--- src/core/iat_pkg.sv ---
// constants and carrier types of the address translator recovery logic
//
// Behaviour
// - START in address byte, bit one: STOP downstream
// - START in address byte, bit zero: passed unchanged
// - after unexpected START, reset at next STOP
// - STOP in address byte aborts, STOP reaches downstream
// - early STOP with bit zero forwarded unchanged
// - early STOP, bit one: isolate, wait, drive STOP
// - after own STOP reconnect, idle until START
// - clock without edges over 30 ms is stuck
// - stuck bus: abort, reconnect data, await START
// - translating bit changes 100 ns after clock fall
// - upper config high: stop translating, stay connected
// - idle after STOP or lines high 120 us
package iat_pkg;

    // ****************************************
    // timing
    // ****************************************
    localparam int unsigned CLK_PERIOD_NS = 4;
    localparam int unsigned XOR_DELAY_NS = 100;
    localparam int unsigned XOR_DELAY_CYC = (XOR_DELAY_NS + CLK_PERIOD_NS - 1) / CLK_PERIOD_NS;
    localparam int unsigned STUCK_MS = 30;
    localparam int unsigned STUCK_CYC = STUCK_MS * 1000000 / CLK_PERIOD_NS;
    localparam int unsigned IDLE_US = 120;
    localparam int unsigned IDLE_CYC = (IDLE_US * 1000 + CLK_PERIOD_NS - 1) / CLK_PERIOD_NS;
    localparam int unsigned STOP_GAP_NS = 1000;
    localparam int unsigned STOP_GAP_CYC = (STOP_GAP_NS + CLK_PERIOD_NS - 1) / CLK_PERIOD_NS;

    // ****************************************
    // address byte layout
    // ****************************************
    localparam logic [3:0] ADDR_BITS = 4'h8;
    localparam logic [2:0] RW_BIT_POS = 3'h0;
    localparam int unsigned LOG_DEPTH = 16;

    // ****************************************
    // types
    // ****************************************
    typedef enum logic [2:0] {
        S_BOOT = 3'h0,
        S_IDLE = 3'h1,
        S_ADDR = 3'h3,
        S_DATA = 3'h2,
        S_WAIT = 3'h6,
        S_HOLD = 3'h7,
        S_REL = 3'h5
    } iat_state_e;

    typedef struct packed {
        logic scl;
        logic sda;
        logic dsda;
        logic pass;
        logic [6:0] cfg;
    } iat_pins_s;

    typedef struct packed {
        logic [7:0] raw;
        logic [7:0] fwd;
    } iat_log_s;

endpackage

--- src/core/iat_top.sv ---
// address translator recovery logic with its address log fifo

// ****************************************
// fifo
// ****************************************
module iat_fifo #(
    parameter int WIDTH = 16,
    parameter int DEPTH = 16
) (
    // clock and reset
    input wire logic clk,
    input wire logic rst_n,
    // fill side
    input wire logic inValid,
    output logic inReady,
    input wire logic [WIDTH-1:0] inData,
    // drain side
    output logic outValid,
    input wire logic outReady,
    output logic [WIDTH-1:0] outData
);
    localparam int AW = $clog2(DEPTH);
    logic [WIDTH-1:0] mem [DEPTH];
    logic [AW:0] wrPtr_q;
    logic [AW:0] rdPtr_q;

    // full when pointers differ only in the wrap bit
    assign inReady = !((wrPtr_q[AW] != rdPtr_q[AW]) && (wrPtr_q[AW-1:0] == rdPtr_q[AW-1:0]));
    assign outValid = wrPtr_q != rdPtr_q;
    assign outData = mem[rdPtr_q[AW-1:0]];

    // storage
    always_ff @(posedge clk)
    begin
        if (inValid && inReady)
        begin
            mem[wrPtr_q[AW-1:0]] <= inData;
        end
    end

    // pointers
    always_ff @(posedge clk or negedge rst_n)
    begin
        if (!rst_n)
        begin
            wrPtr_q <= '0;
            rdPtr_q <= '0;
        end
        else
        begin
            if (inValid && inReady)
                wrPtr_q <= wrPtr_q + 1'b1;
            if (outValid && outReady)
                rdPtr_q <= rdPtr_q + 1'b1;
        end
    end
endmodule

// ****************************************
// translator core
// ****************************************
module iat_top import iat_pkg::*; #(
    parameter int unsigned STUCK_CYCLES = STUCK_CYC,
    parameter int unsigned IDLE_CYCLES = IDLE_CYC,
    parameter int FIFO_DEPTH = LOG_DEPTH
) (
    // clock and reset
    input wire logic core_clk,
    input wire logic reset_n,
    // upstream bus
    input wire logic upstreamClockLine,
    input wire logic upstreamDataIn,
    output logic upstreamDataOut,
    output logic upstreamDataOe,
    // downstream bus
    input wire logic downstreamDataIn,
    output logic downstreamDataOut,
    output logic downstreamDataOe,
    output logic downstreamClockOut,
    output logic downstreamClockOe,
    // configuration
    input wire logic [3:0] lowerTranslationConfigInput,
    input wire logic [2:0] upperTranslationConfigInput,
    input wire logic upperConfigHigh,
    // status
    output logic ready,
    // address log
    output logic logValid,
    output iat_log_s logData,
    input wire logic logReady,
    output logic logSpace
);
    localparam int DLY = XOR_DELAY_CYC;
    logic [1:0] rstSync_q;
    logic rst_n;
    iat_pins_s pins, meta_q, sync_q, prev_q;
    iat_state_e state_q;
    logic sclFall, sclRise, startEv, stopEv, stuck, gapDone, xorLoad, connected, fwd;
    logic [7:0] tb, raw_q;
    logic [3:0] bitCnt_q;
    logic [7:0] dlyCnt_q;
    logic [31:0] stuckCnt_q, idleCnt_q, gapCnt_q;
    logic xorBit_q, dnOe_q, upOe_q, ready_q, clkOe_q;
    logic [1:0] dnHist_q, upHist_q;

    // reset release through two flops
    always_ff @(posedge core_clk or negedge reset_n)
    begin
        if (!reset_n)
            rstSync_q <= 2'h0;
        else
            rstSync_q <= {rstSync_q[0], 1'b1};
    end
    assign rst_n = rstSync_q[1];

    // pin synchronisers and edge history
    assign pins = '{upstreamClockLine, upstreamDataIn, downstreamDataIn, upperConfigHigh,
                    {upperTranslationConfigInput, lowerTranslationConfigInput}};
    always_ff @(posedge core_clk or negedge rst_n)
    begin
        if (!rst_n)
        begin
            meta_q <= '{1'b1, 1'b1, 1'b1, 1'b0, 7'h00};
            sync_q <= '{1'b1, 1'b1, 1'b1, 1'b0, 7'h00};
            prev_q <= '{1'b1, 1'b1, 1'b1, 1'b0, 7'h00};
        end
        else
        begin
            meta_q <= pins;
            sync_q <= meta_q;
            prev_q <= sync_q;
        end
    end

    // bus events seen on the upstream side
    assign sclFall = prev_q.scl && !sync_q.scl;
    assign sclRise = !prev_q.scl && sync_q.scl;
    assign startEv = sync_q.scl && prev_q.scl && prev_q.sda && !sync_q.sda;
    assign stopEv = sync_q.scl && prev_q.scl && !prev_q.sda && sync_q.sda;
    assign tb = {sync_q.cfg, 1'b0};
    assign stuck = stuckCnt_q == STUCK_CYCLES - 1;
    assign gapDone = gapCnt_q == STOP_GAP_CYC - 1;
    assign xorLoad = dlyCnt_q == 8'h01;
    assign connected = !(state_q inside {S_BOOT, S_HOLD, S_REL});

    // translation sequencer
    always_ff @(posedge core_clk or negedge rst_n)
    begin
        if (!rst_n)
            state_q <= S_BOOT;
        else if (sync_q.pass)
            state_q <= S_IDLE;
        else
        begin
            case (state_q)
                S_BOOT: if (stopEv || idleCnt_q == IDLE_CYCLES - 1) state_q <= S_IDLE;
                S_IDLE: if (startEv) state_q <= S_ADDR;
                S_ADDR:
                begin
                    if (stopEv)
                        state_q <= xorBit_q ? S_HOLD : S_IDLE;
                    else if (startEv)
                        state_q <= S_WAIT;
                    else if (stuck)
                        state_q <= S_IDLE;
                    else if (sclFall && bitCnt_q == ADDR_BITS)
                        state_q <= S_DATA;
                end
                S_DATA: if (stopEv) state_q <= S_IDLE; else if (startEv) state_q <= S_ADDR;
                S_WAIT: if (stopEv) state_q <= S_IDLE;
                S_HOLD: if (gapDone) state_q <= S_REL;
                S_REL: if (gapDone) state_q <= S_IDLE;
                default: state_q <= S_IDLE;
            endcase
        end
    end

    // bit count and raw address capture on clock rise
    always_ff @(posedge core_clk or negedge rst_n)
    begin
        if (!rst_n)
        begin
            bitCnt_q <= 4'h0;
            raw_q <= 8'h00;
        end
        else if (startEv)
            bitCnt_q <= 4'h0;
        else if (state_q == S_ADDR && sclRise)
        begin
            bitCnt_q <= bitCnt_q + 4'h1;
            raw_q <= {raw_q[6:0], sync_q.sda};
        end
    end

    // delay from clock fall to the translating bit change
    always_ff @(posedge core_clk or negedge rst_n)
    begin
        if (!rst_n)
            dlyCnt_q <= 8'h00;
        else if (state_q == S_ADDR && sclFall && bitCnt_q < ADDR_BITS)
            dlyCnt_q <= 8'(DLY);
        else if (dlyCnt_q != 8'h00)
            dlyCnt_q <= dlyCnt_q - 8'h01;
    end

    // active translating bit, held through a stray start so a one keeps inverting
    always_ff @(posedge core_clk or negedge rst_n)
    begin
        if (!rst_n)
            xorBit_q <= 1'b0;
        else if ((state_q != S_ADDR && state_q != S_WAIT) || stopEv || stuck || sync_q.pass)
            xorBit_q <= 1'b0;
        else if (xorLoad && state_q == S_ADDR)
            xorBit_q <= tb[3'(7 - bitCnt_q)];
    end

    // stuck clock, startup idle and own stop gap timers
    always_ff @(posedge core_clk or negedge rst_n)
    begin
        if (!rst_n)
        begin
            stuckCnt_q <= 32'h0;
            idleCnt_q <= 32'h0;
            gapCnt_q <= 32'h0;
        end
        else
        begin
            stuckCnt_q <= (state_q != S_ADDR || sclFall || sclRise) ? 32'h0 : stuckCnt_q + 32'h1;
            idleCnt_q <= (state_q == S_BOOT && sync_q.scl && sync_q.sda && sync_q.dsda)
                ? idleCnt_q + 32'h1 : 32'h0;
            gapCnt_q <= (state_q inside {S_HOLD, S_REL}) && !gapDone ? gapCnt_q + 32'h1 : 32'h0;
        end
    end

    // open-drain drivers with ownership guard against echo lockup
    assign fwd = sync_q.sda ^ xorBit_q;
    always_ff @(posedge core_clk or negedge rst_n)
    begin
        if (!rst_n)
        begin
            dnOe_q <= 1'b0;
            upOe_q <= 1'b0;
            dnHist_q <= 2'h0;
            upHist_q <= 2'h0;
            clkOe_q <= 1'b0;
            ready_q <= 1'b0;
        end
        else
        begin
            dnOe_q <= state_q == S_HOLD || (connected && !fwd && !upOe_q && upHist_q == 2'h0);
            upOe_q <= connected && state_q != S_ADDR && !sync_q.dsda && !dnOe_q && dnHist_q == 2'h0;
            dnHist_q <= {dnHist_q[0], dnOe_q};
            upHist_q <= {upHist_q[0], upOe_q};
            clkOe_q <= connected && !sync_q.scl;
            ready_q <= connected;
        end
    end
    assign downstreamDataOe = dnOe_q;
    assign downstreamDataOut = 1'b0;
    assign upstreamDataOe = upOe_q;
    assign upstreamDataOut = 1'b0;
    assign downstreamClockOe = clkOe_q;
    assign downstreamClockOut = 1'b0;
    assign ready = ready_q;

    // log of each address byte and its translation, dropped while the log is full
    iat_fifo #(
        .WIDTH($bits(iat_log_s)),
        .DEPTH(FIFO_DEPTH)
    ) u_log (
        .clk(core_clk),
        .rst_n(rst_n),
        .inValid(state_q == S_ADDR && sclFall && bitCnt_q == ADDR_BITS),
        .inReady(logSpace),
        .inData({raw_q, raw_q ^ tb}),
        .outValid(logValid),
        .outReady(logReady),
        .outData(logData)
    );
endmodule

--- config.mk ---
export PLATFORM = sky130hd
export DESIGN_NAME = iat_top
export DESIGN_NICKNAME = d
export VERILOG_FILES = /design/src/core/iat_pkg.sv /design/src/core/iat_top.sv
export SDC_FILE = /design/constraint.sdc
export NUM_CORES = 1
export LEC_CHECK = 0
export ABC_AREA = 1
export BUFFER_PORTS_ARGS = -buffer_cell sky130_fd_sc_hd__buf_4
export CAP_MARGIN = 25
export CORE_UTILIZATION = 50
export CTS_CLUSTER_SIZE = 40
export DETAILED_ROUTE_END_ITERATION = 8
export GPL_TIMING_DRIVEN = 0
export PLACE_DENSITY = 0.66
export REMOVE_ABC_BUFFERS = 1
export SKIP_LAST_GASP = 1
export SLEW_MARGIN = 5
export SYNTH_ARGS = -nofsm -noshare
export SYNTH_HDL_FRONTEND = slang
export SYNTH_SLANG_ARGS = --single-unit
--- constraint.sdc ---
create_clock -name core_clk -period 6.7 [get_ports core_clk]
set_input_delay 0.67 -clock core_clk [delete_from_list [all_inputs] [get_ports core_clk]]
set_output_delay 0.67 -clock core_clk [all_outputs]
set_load 0.05 [all_outputs]
* Yosys cells after proc, flatten, opt, wreduce, memory -nomap -nowiden *
Memory sizes are Yosys's and may differ from the RTL's.
Cells that the tools add are included.

storage, ports and cells
  register bits = 164
  bits in writable memories = 256
  bits of input ports = 14
  output and inout bits = 25
  logic and storage cells = 148
  memories kept = 1

cells by class
  add/subtract/negate cells = 8
  order comparisons = 2
  equality and inequality tests = 21
  multiplexer cells = 26
  bitwise logic cells = 3
  reduce and logical (&&, ||, !) cells = 58

memory list
  name       words  bits a word  read ports  clocked after Yosys merged registers in  write ports  RTL line       RTL
  u_log.mem  16     16           1           0                                        1            iat_top.sv:23  logic [WIDTH-1:0] mem [DEPTH];

operator list
  cell                     number
  $add A32 B1 Y32 const B  3
  $mux W32                 3
  $mux W3                  12
  $eq A32 B15 Y1 const B   1
  $eq A32 B23 Y1 const B   1
  $eq A32 B8 Y1 const B    1
  $logic_and A1 B1 Y1      29
  $pmux W3 S7              1
  $mux W8                  2
  $ne A3 B3 Y1 const B     4
  $logic_not A1 Y1         11
  $add A5 B1 Y5 const B    2
  $eq A3 B3 Y1 const B     3
  $eq A8 B1 Y1 const B     1
  $mux W4                  2
  $reduce_bool A2 Y1       4
  $reduce_bool A8 Y1       1
  $sub A8 B1 Y8 const B    1
  $xor A8 B8 Y8            1
  $logic_or A1 B1 Y1       7
  $eq A3 B2 Y1 const B     2
  $ne A3 B2 Y1 const B     2
  $ne A6 B6 Y1 const B     1
  $mux W1                  5
  17 further kinds         18

* Longest topological paths before layout *
Gate-level depths: netlist of the first run.

  word-level depth = 9
  depth in mapped cells = 12
  gate-level depth less buffers = 12

* Modules after synthesis *
From an unflattened synthesis of the first run, not the netlist that was laid out.

second synthesis, totals
  cell total of the unflattened synthesis = 1,969
  area total of the unflattened synthesis = 18,948.2 um2

by module, submodules not included
  module    instances  cells each  area an instance (um2)  seq. area each (um2)
  iat_fifo  1          991         11,094.4                7,937.6
  iat_top   1          978         7,853.8                 3,863.7

* Worst setup path before layout of the first run *
Ideal clock, no wire load.

  kind = register to output
  from = register u_log.rdPtr_q[0]
  to = output port logData[8] (netlist bit)
  data arrival time = 2.047 ns
  setup slack = 3.983 ns
  stages on the path, launching flop included = 9
  path buffers = 4
  path through = dfrtp_1 buf_2 buf_2 buf_2 mux2i_1 o221ai_1 nand3_1 nand3_1 buf_4

RTL lines
  element                   RTL line       RTL
  start: declaration        iat_top.sv:25  logic [AW:0] rdPtr_q;
  start signal: assignment  iat_top.sv:54  rdPtr_q <= rdPtr_q + 1'b1;
  end: declaration          iat_top.sv:89  output iat_log_s logData,

==> results of run 1 <==
[critical path, delay by kind of cell, from the launching register on]
| kind | cells | cell delay [ns] |
|---|---|---|
| compound gates | 2 | 0.34 |
| simple gates | 2 | 0.29 |
| flops | 1 | 0.93 |
| buf+inv | 3 | 0.78 |
[placed cells by master, fill, tap and decap left out, types with 45 or more instances in the layout]
master | Yosys | layout
nor2_1 | 318 | 301
edfxtp_1 | 240 | 240
nand2_1 | 237 | 237
dfrtp_1 | 156 | 153
inv_1 | 138 | 137
o21ai_0 | 98 | 98
nand3_1 | 66 | 66
nor3_1 | 50 | 50
a21oi_1 | 48 | 48
clkbuf_16 | 0 | 45
[power breakdown]
part | leakage, nW | switching [mW] | internal, mW | total, mW
combinational | 2.61 | 1.22 | 0.607 | 1.82
sequential | 4.38 | 0.238 | 2.79 | 3.03
clock | 0.689 | 0.979 | 1.41 | 2.39
total | 7.68 | 2.43 | 4.81 | 7.25
[logic make-up (layout without fill, tap and decap cells)]
group / count (synthesis) / after routing / share of synthesized area, %
other: 2 / 4 / 0.0416
adders and majority gates: 12 / 12 / 0.831
muxes: 27 / 27 / 1.50
AOI/OAI and AO/OA: 234 / 234 / 8.07
xor gates and xnor gates: 53 / 53 / 2.57
buffers and inverters: 211 / 295 / 4.75
DFF: 404 / 404 / 62.7
and+or+nand+nor: 782 / 782 / 19.5
[sequential cells by signal (all words and copies together), names as in the netlist, 8 cells and up]
signal / flops
dlyCnt_q: 8
gapCnt_q: 32
idleCnt_q: 32
meta_q: 11
raw_q: 8
stuckCnt_q: 32
sync_q: 11
u_log.mem: 240
[metal layers]
metal / wire (µm) / share of wire, % / track usage, % / vias to the layer above
met5: 0 / 0 / 0 / -
met4: 1180 / 2.9 / 7.78 / 0
met3: 1750 / 4.4 / 3.60 / 77
met2: 19400 / 48 / 37.2 / 257
met1: 17900 / 44 / 30.0 / 6113
li1: - / - / - / 6076
[path summary, 6_finish.rpt]
check | from | end | slack [ns] | depth (start not counted)
min | downstreamDataIn | meta_q[8] | 0.21 | 1
max reg2reg | u_log.rdPtr_q[0] | u_log.mem[8][2] | 3.80 | 8
max | u_log.rdPtr_q[0] | logData[14] | 3.06 | 7
min in group asynchronous | rstSync_q[1] | gapCnt_q[1] | 0.28 | 0
max in group asynchronous | rstSync_q[1] | sync_q[8] | 5.72 | 1
min reg2reg | rstSync_q[1] | gapCnt_q[1] | 0.28 | 0
[timing repair]
item	in CTS	in global routing
buffers inserted	0	0
hold buffers	1	0
endpoints found under the hold margin	2	0
[final cells by class]
type | count | area [µm²]
fillers | 2934 | 15000
flip-flops and latches | 404 | 11300
multi-input cells | 1112 | 5930
clock buffers | 56 | 1190
repair buffers | 65 | 757
well taps | 461 | 577
inverters | 152 | 576
clock inverters | 22 | 239
[cell usage after synthesis, types with 3 or more instances]
| library cell | number |
|---|---|
| inv_1 | 138 |
| nor4_1 | 15 |
| nor3b_1 | 4 |
| o21ai_1 | 6 |
| nand2_1 | 237 |
| a21oi_1 | 48 |
| mux2i_1 | 27 |
| nand3_1 | 66 |
| nor3_2 | 8 |
| o21ai_0 | 98 |
| nand4_1 | 42 |
| edfxtp_1 | 240 |
| clkbuf_1 | 25 |
| a211oi_1 | 3 |
| xnor2_1 | 14 |
| nand2_2 | 8 |
| o21a_1 | 4 |
| inv_2 | 11 |
| dfrtp_1 | 156 |
| o32ai_1 | 34 |
| nor2_2 | 9 |
| nor2_4 | 6 |
| nor2_1 | 318 |
| o221ai_1 | 27 |
| o211ai_1 | 4 |
| xor2_1 | 39 |
| buf_1 | 4 |
| nand3_2 | 5 |
| buf_2 | 21 |
| buf_4 | 8 |
| dfstp_2 | 8 |
| ha_1 | 12 |
| nor3_1 | 50 |
==> results.env, run 1 <==
RUN_STATUS='finished clean'
SETUP_SLACK_NS=3.06
TIMING.CRITICAL_PATH.TO_TYPE='output pin'
DIE_X_UM=192
CP_SLOWEST_STAGE_DELAY_NS=0.93
CLOCKROOTBUFFER='clkbuf_16'
DRC=0
TIMING.FINAL.HOLD_VIOLATIONS=0
POWER.LEAKAGE_nW=7.68
FINAL.HOLD.WORST_SLACK_NS=0.209
TIMING.SETUP.CRITICAL_PATH_CLASS='reg2out'
CRITPATHLAUNCHTYPE='register'
CTS_TREE='done'
DETAILEDPLACEMENTHPWL_UM=26300
SYNTH_ENABLE_FLOP_CELLS=240
HP-CLASS='in2reg'
NUM_VIAS=12500
GRT_ANTENNA_BEFORE_REPAIR=0
SYNTHESIS.YOSYS.WARNINGS=0
SYNTHTOPCELLSBYAREA='edfxtp_1, dfrtp_1, nor2_1'
POSTSYNTHREGISTERBITS=404
YOSYSUNIQUECELLTYPES=54
FMAX_GHz=0.274
PLACEMENT.SETUP.WORST_SLACK_NS=3.58
GRT_OVERFLOW_TOTAL=0
PLACED_AREA_MM2=0.0191
TOTAL_WIRELENGTH_UM=40200
INITIAL_CORE_UTIL_PCT=50.8
CTS-BUFFERS-INSERTED=43
TIMING.FINAL.MAX_SLEW_VIOLATIONS=0
CRIT_FANOUT=70
DOMINANTREGCELLSYNTH='edfxtp_1'
ANTENNA_CELLS=0
FINCLKSKEW_NS=0.0306
FINAL_NET_COUNT=1804
CP_SLOWEST_CELL='dfrtp_4'
PLACEMENT_ROWS=69
SYN_AVG_CELL_AREA_UM2=10.5
LAYOUT.CORE_UTILIZATION_PCT=57.9
MIN_PERIOD_OVER_PERIOD_PCT=54.4
CP_CELL_SEQUENCE='inv_4 -> buf_16 -> nor2_1 -> o32ai_1 -> o211ai_1 -> nand3_1 -> buf_4'
CLK_PIN_SLEW_WORST_PATHS_NS=0.06
SEQUENTIAL_FRACTION_OF_THE_SYNTHESIS_AREA_PCT=62.7
ROUTEDWLPERCELL_UM=17.7
GRT_SETUP_UNREPAIRED='false'
SYN2LAYOUT_AREA_GROWTH_PCT=14.1
IO_PINS=39
POST-LAYOUT-TOTAL-POWER_mW=7.25
ROUTE.ANTENNA.REMAINING_NETS=0
POST_ROUTE_CELLS_DRIVE_ABOVE_1_SHARE_PCT=12.0
NETLIST_AREA_MM2=0.0181
VIAS_IN_THE_FIRST_GLOBAL_ROUTE=12000
MAX-VDD-IR-DROP_mV=0.314
CLOCK_PERIOD_MINUS_FINAL_WORST_SETUP_SLACK_NS=3.64
ASYNC_FLOP_SHARE_PCT=40.6
CRITPATHREQUIREDTIME_NS=6.03
GR-USAGE-ALL-LAYERS_PCT=22.4
GRT_PASS1_WL_UM=63700
GP_CONGESTION=0.908
MAXIMUM_NUMBER_OF_PINS_ON_ONE_NET_BEFORE_GLOBAL_ROUTE_REPAIR=71
MAXCAPVIOLCOUNT=0
SETUP-VIOLATIONS-FINAL=0
FIN_SETUP_TNS_NS=0
PLACED_CELLS_INCL_TAPS=2186
POWER_DENSITY_mW_PER_MM2=352
POST-SYNTH-TOP-AREA-CELL='edfxtp_1'
CLK_PATH_BUF_DEPTH=3
FINALINSTANCEAREA_MM2=0.0206
DR.PASS1.ITERS=5
MAX_SLEW.WORST_PIN.SLEW_NS=1.08
IO_BUFFERS=35
NON_FILLER_INSTANCE_COUNT_AFTER_LAYOUT=2272
CTS_RESIZED=0
TRITONCTS_NUM_SINKS=404
FIRST_ITER_VIOLATIONS=843
FLOORPLAN.DIE_AREA_MM2=0.0369
FLOORPLAN.DIE.HEIGHT_UM=192
SYNTHDOMINANTCELLAREASHARE_PCT=39.9
POST_SYNTH_INST_COUNT=1725
DETAIL_ROUTE.VIAS_PER_CELL=5.51
TIMING.CRITICAL_PATH.ARRIVAL_NS=2.97
CORE_MM2=0.0356
HTREE_NUM_LEVELS=2
MAX-SLEW-MARGIN-REL_PCT=28.1
CLKLATENCYLATEPIN_NS=0.57
Note: power is estimated with default switching activity, not from simulation.
==> run 2: changes to the inputs <==
--- a/config.mk
+++ b/config.mk
@@ -12,7 +12,7 @@
 export CTS_CLUSTER_SIZE = 40
 export DETAILED_ROUTE_END_ITERATION = 8
 export GPL_TIMING_DRIVEN = 0
-export PLACE_DENSITY = 0.66
+export PLACE_DENSITY = 0.68
 export REMOVE_ABC_BUFFERS = 1
 export SKIP_LAST_GASP = 1
 export SLEW_MARGIN = 5
==> constraint.sdc (replaced) <==
create_clock -name core_clk -period 3.2 [get_ports core_clk]
set_input_delay 0.32 -clock core_clk [delete_from_list [all_inputs] [get_ports core_clk]]
set_output_delay 0.32 -clock core_clk [all_outputs]
set_load 0.05 [all_outputs]
==> run 2 against run 1 <==
Net effect:
- worst hold slack got worse by 0.16 ns
- clock power increased by 95%
- register-to-register slack got worse by 3.4 ns
- total power increased by 110%
- sequential share of layout area decreased by 0.14 points
- sequential cell count unchanged
- clock skew decreased by 0.017 ns
- final area increased by 0.26%
- via count increased by 0.78%
- non-clock buffer count increased by 12
- combinational power increased by 120%
==> results.env, run 2 (synthesized netlist as in run 1, its figures left out) <==
MAXCAPVIOLCOUNT=0
MAXIMUM_NUMBER_OF_PINS_ON_ONE_NET_BEFORE_GLOBAL_ROUTE_REPAIR=70
HTREE_NUM_LEVELS=2
HOLD_DEPTH=3
GP_CONGESTION=0.859
FINAL_NET_COUNT=1815
GRT_PASS1_WL_UM=63700
CORE_MM2=0.0356
DRC=0
CP_CELL_SEQUENCE='nand2_1 -> inv_1 -> nand2_1 -> nand3_1 -> buf_4'
MAX_SLEW.WORST_PIN.SLEW_NS=1.03
GR-USAGE-ALL-LAYERS_PCT=22.2
ROUTE.ANTENNA.REMAINING_NETS=0
INITIAL_CORE_UTIL_PCT=50.8
PLACED_CELLS_INCL_TAPS=2186
FLOORPLAN.DIE_AREA_MM2=0.0369
CP_SLOWEST_CELL='dfrtp_2'
TOTAL_WIRELENGTH_UM=40100
SYN2LAYOUT_AREA_GROWTH_PCT=14.4
POST_ROUTE_CELLS_DRIVE_ABOVE_1_SHARE_PCT=11.5
TRITONCTS_NUM_SINKS=404
CTS-BUFFERS-INSERTED=42
CTS_TREE='done'
POST-LAYOUT-TOTAL-POWER_mW=14.9
GRT_SETUP_UNREPAIRED='false'
MAX-VDD-IR-DROP_mV=1.07
WORSTREG2REGSTART='u_log.rdPtr_q[1]'
MIN_PERIOD_OVER_PERIOD_PCT=97.5
LARGEST_REG_FLOPS=240
DIE_X_UM=192
POWER_DENSITY_mW_PER_MM2=724
FIRST_ITER_VIOLATIONS=1006
NON_FILLER_INSTANCE_COUNT_AFTER_LAYOUT=2281
POWER.LEAKAGE_nW=7.69
CRIT_FANOUT=25
TIMING.SETUP.CRITICAL_PATH_CLASS='reg2out'
REG2REG_SETUP_SLACK_NS=0.42
MIN_FROM='logReady'
WORST_PATH_DOMINANT_CELL_FAMILY='buffers and inverters'
CLOCK_PERIOD_MINUS_FINAL_WORST_SETUP_SLACK_NS=3.12
NUM_VIAS=12600
CLOCKROOTBUFFER='clkbuf_16'
DETAILEDPLACEMENTHPWL_UM=26300
FIN_SETUP_TNS_NS=0
CLK_PIN_SLEW_WORST_PATHS_NS=0.06
CRITPATHREQUIREDTIME_NS=2.88
FINALINSTANCEAREA_MM2=0.0206
GRT_OVERFLOW_TOTAL=0
PLACEMENT_ROWS=69
PLACED_AREA_MM2=0.0191
DETAIL_ROUTE.VIAS_PER_CELL=5.53
FLOORPLAN.DIE.HEIGHT_UM=192
DR.PASS1.ITERS=5
CLKLATENCYLATEPIN_NS=0.53
SETUP-VIOLATIONS-FINAL=0
CP_SLOWEST_STAGE_DELAY_NS=0.78
TIMING.FINAL.HOLD_VIOLATIONS=0
VIAS_IN_THE_FIRST_GLOBAL_ROUTE=12300
TIMING.CRITICAL_PATH.ARRIVAL_NS=2.80
CRIT-REG2REG-CAPTURE='u_log.mem[14][6]'
IO_PINS=39
TIMING.FINAL.MAX_SLEW_VIOLATIONS=0
FINCLKSKEW_NS=0.0133
FMAX_GHz=0.320
MIN_DELAY_WORST_ENDPOINT='u_log.rdPtr_q[4]'
FINAL_COMMON_CELL='nor2_1'
TIMING.CRITICAL_PATH.TO_TYPE='output pin'
FF2FF_PATH_DEPTH=8
CLK_PATH_BUF_DEPTH=3
IO_BUFFERS=35
CRITICAL_PATH.N_BUFFERS_INVERTERS=2
MAX-SLEW-MARGIN-REL_PCT=31.2
COMMONEST_CELLS_AFTER_ROUTING_FILL_AND_TAPS_ASIDE='nor2_1, edfxtp_1, nand2_1'
LAYOUT.CORE_UTILIZATION_PCT=58.1
HP-CLASS='in2reg'
ANTENNA_CELLS=0
RUN_STATUS='finished clean'
TIMING.CRITICAL_PATH.MODE_CELL='nand2_1'
GRT_ANTENNA_BEFORE_REPAIR=0
ROUTEDWLPERCELL_UM=17.6
CRITPATHLAUNCHTYPE='register'
==> run 2: changes by cell type in the layout (fill, tap and decap cells not counted), sizes merged <==
cell	change
dlygate4sd3	+11
bufinv	-2
clkinv	+3
clkinvlp	-3
inv	-3
clkbuf	+3
==> run 2: cell type report <==
type / count / area (µm²)
tap: 461 / 577
sequential: 404 / 11300
fill: 2969 / 14900
clock inverter: 17 / 129
timing repair buffer: 77 / 890
clock buffer: 58 / 1180
multi-input combinational: 1112 / 5930
inverter: 152 / 603
==> run 2: stage by stage <==
stage / setup WS, ns / hold slack (ns)
2_1_floorplan: -2.67 / 0.0244
3_3_place_gp: -5.64 / 0.102
3_5_place_dp: 0.0530 / 0.104
4_1_cts: 0.0640 / 0.0229
5_1_grt: 0.0148 / 0.0487
6_report: 0.0784 / 0.0452
==> run 2: power breakdown <==
part	leakage (nW)	switching (mW)	internal, mW
registers	4.37	0.465	5.85
logic	2.67	2.63	1.33
clock network	0.644	1.92	2.74
==> run 2: timing repair <==
item | CTS | global route
hold buffers | 12 | 0
gates resized for setup | 5 | 4
pin swaps | 0 | 0
hold endpoints to repair | 13 | 0
buffers inserted | 2 | 0
gates cloned | 0 | 1
endpoints found under the setup margin | 16 | 7
==> run 2: how the worst max path moves through the flow <==
stage,start,end,slack [ns],cells after the start
2_1_floorplan,u_log.rdPtr_q[0],logData[0],-2.67,5
3_3_place_gp,u_log.rdPtr_q[0],logData[0],-5.64,6
3_5_place_dp,u_log.rdPtr_q[2],u_log.mem[14][3],0.05,8
4_1_cts,u_log.rdPtr_q[0],logData[15],0.06,8
5_1_grt,u_log.rdPtr_q[2],logData[0],0.01,5
6_report,u_log.rdPtr_q[2],logData[0],0.08,5
==> run 2: tightest hold or removal path: cells and delay by family <==
kind	cells	cell delay, ns
AND/OR/NAND/NOR	2	0.13
buffers and inverters	1	0.09
==> run 2: layer usage <==
layer	GRT usage [%]	share of wire, %	wire [µm]	vias up
li1	-	-	-	6100
met1	28.8	44	17400	6152
met2	38.9	49	19800	299
met3	2.91	4.5	1820	70
met4	6.75	2.5	991	0
met5	0	0	0	-
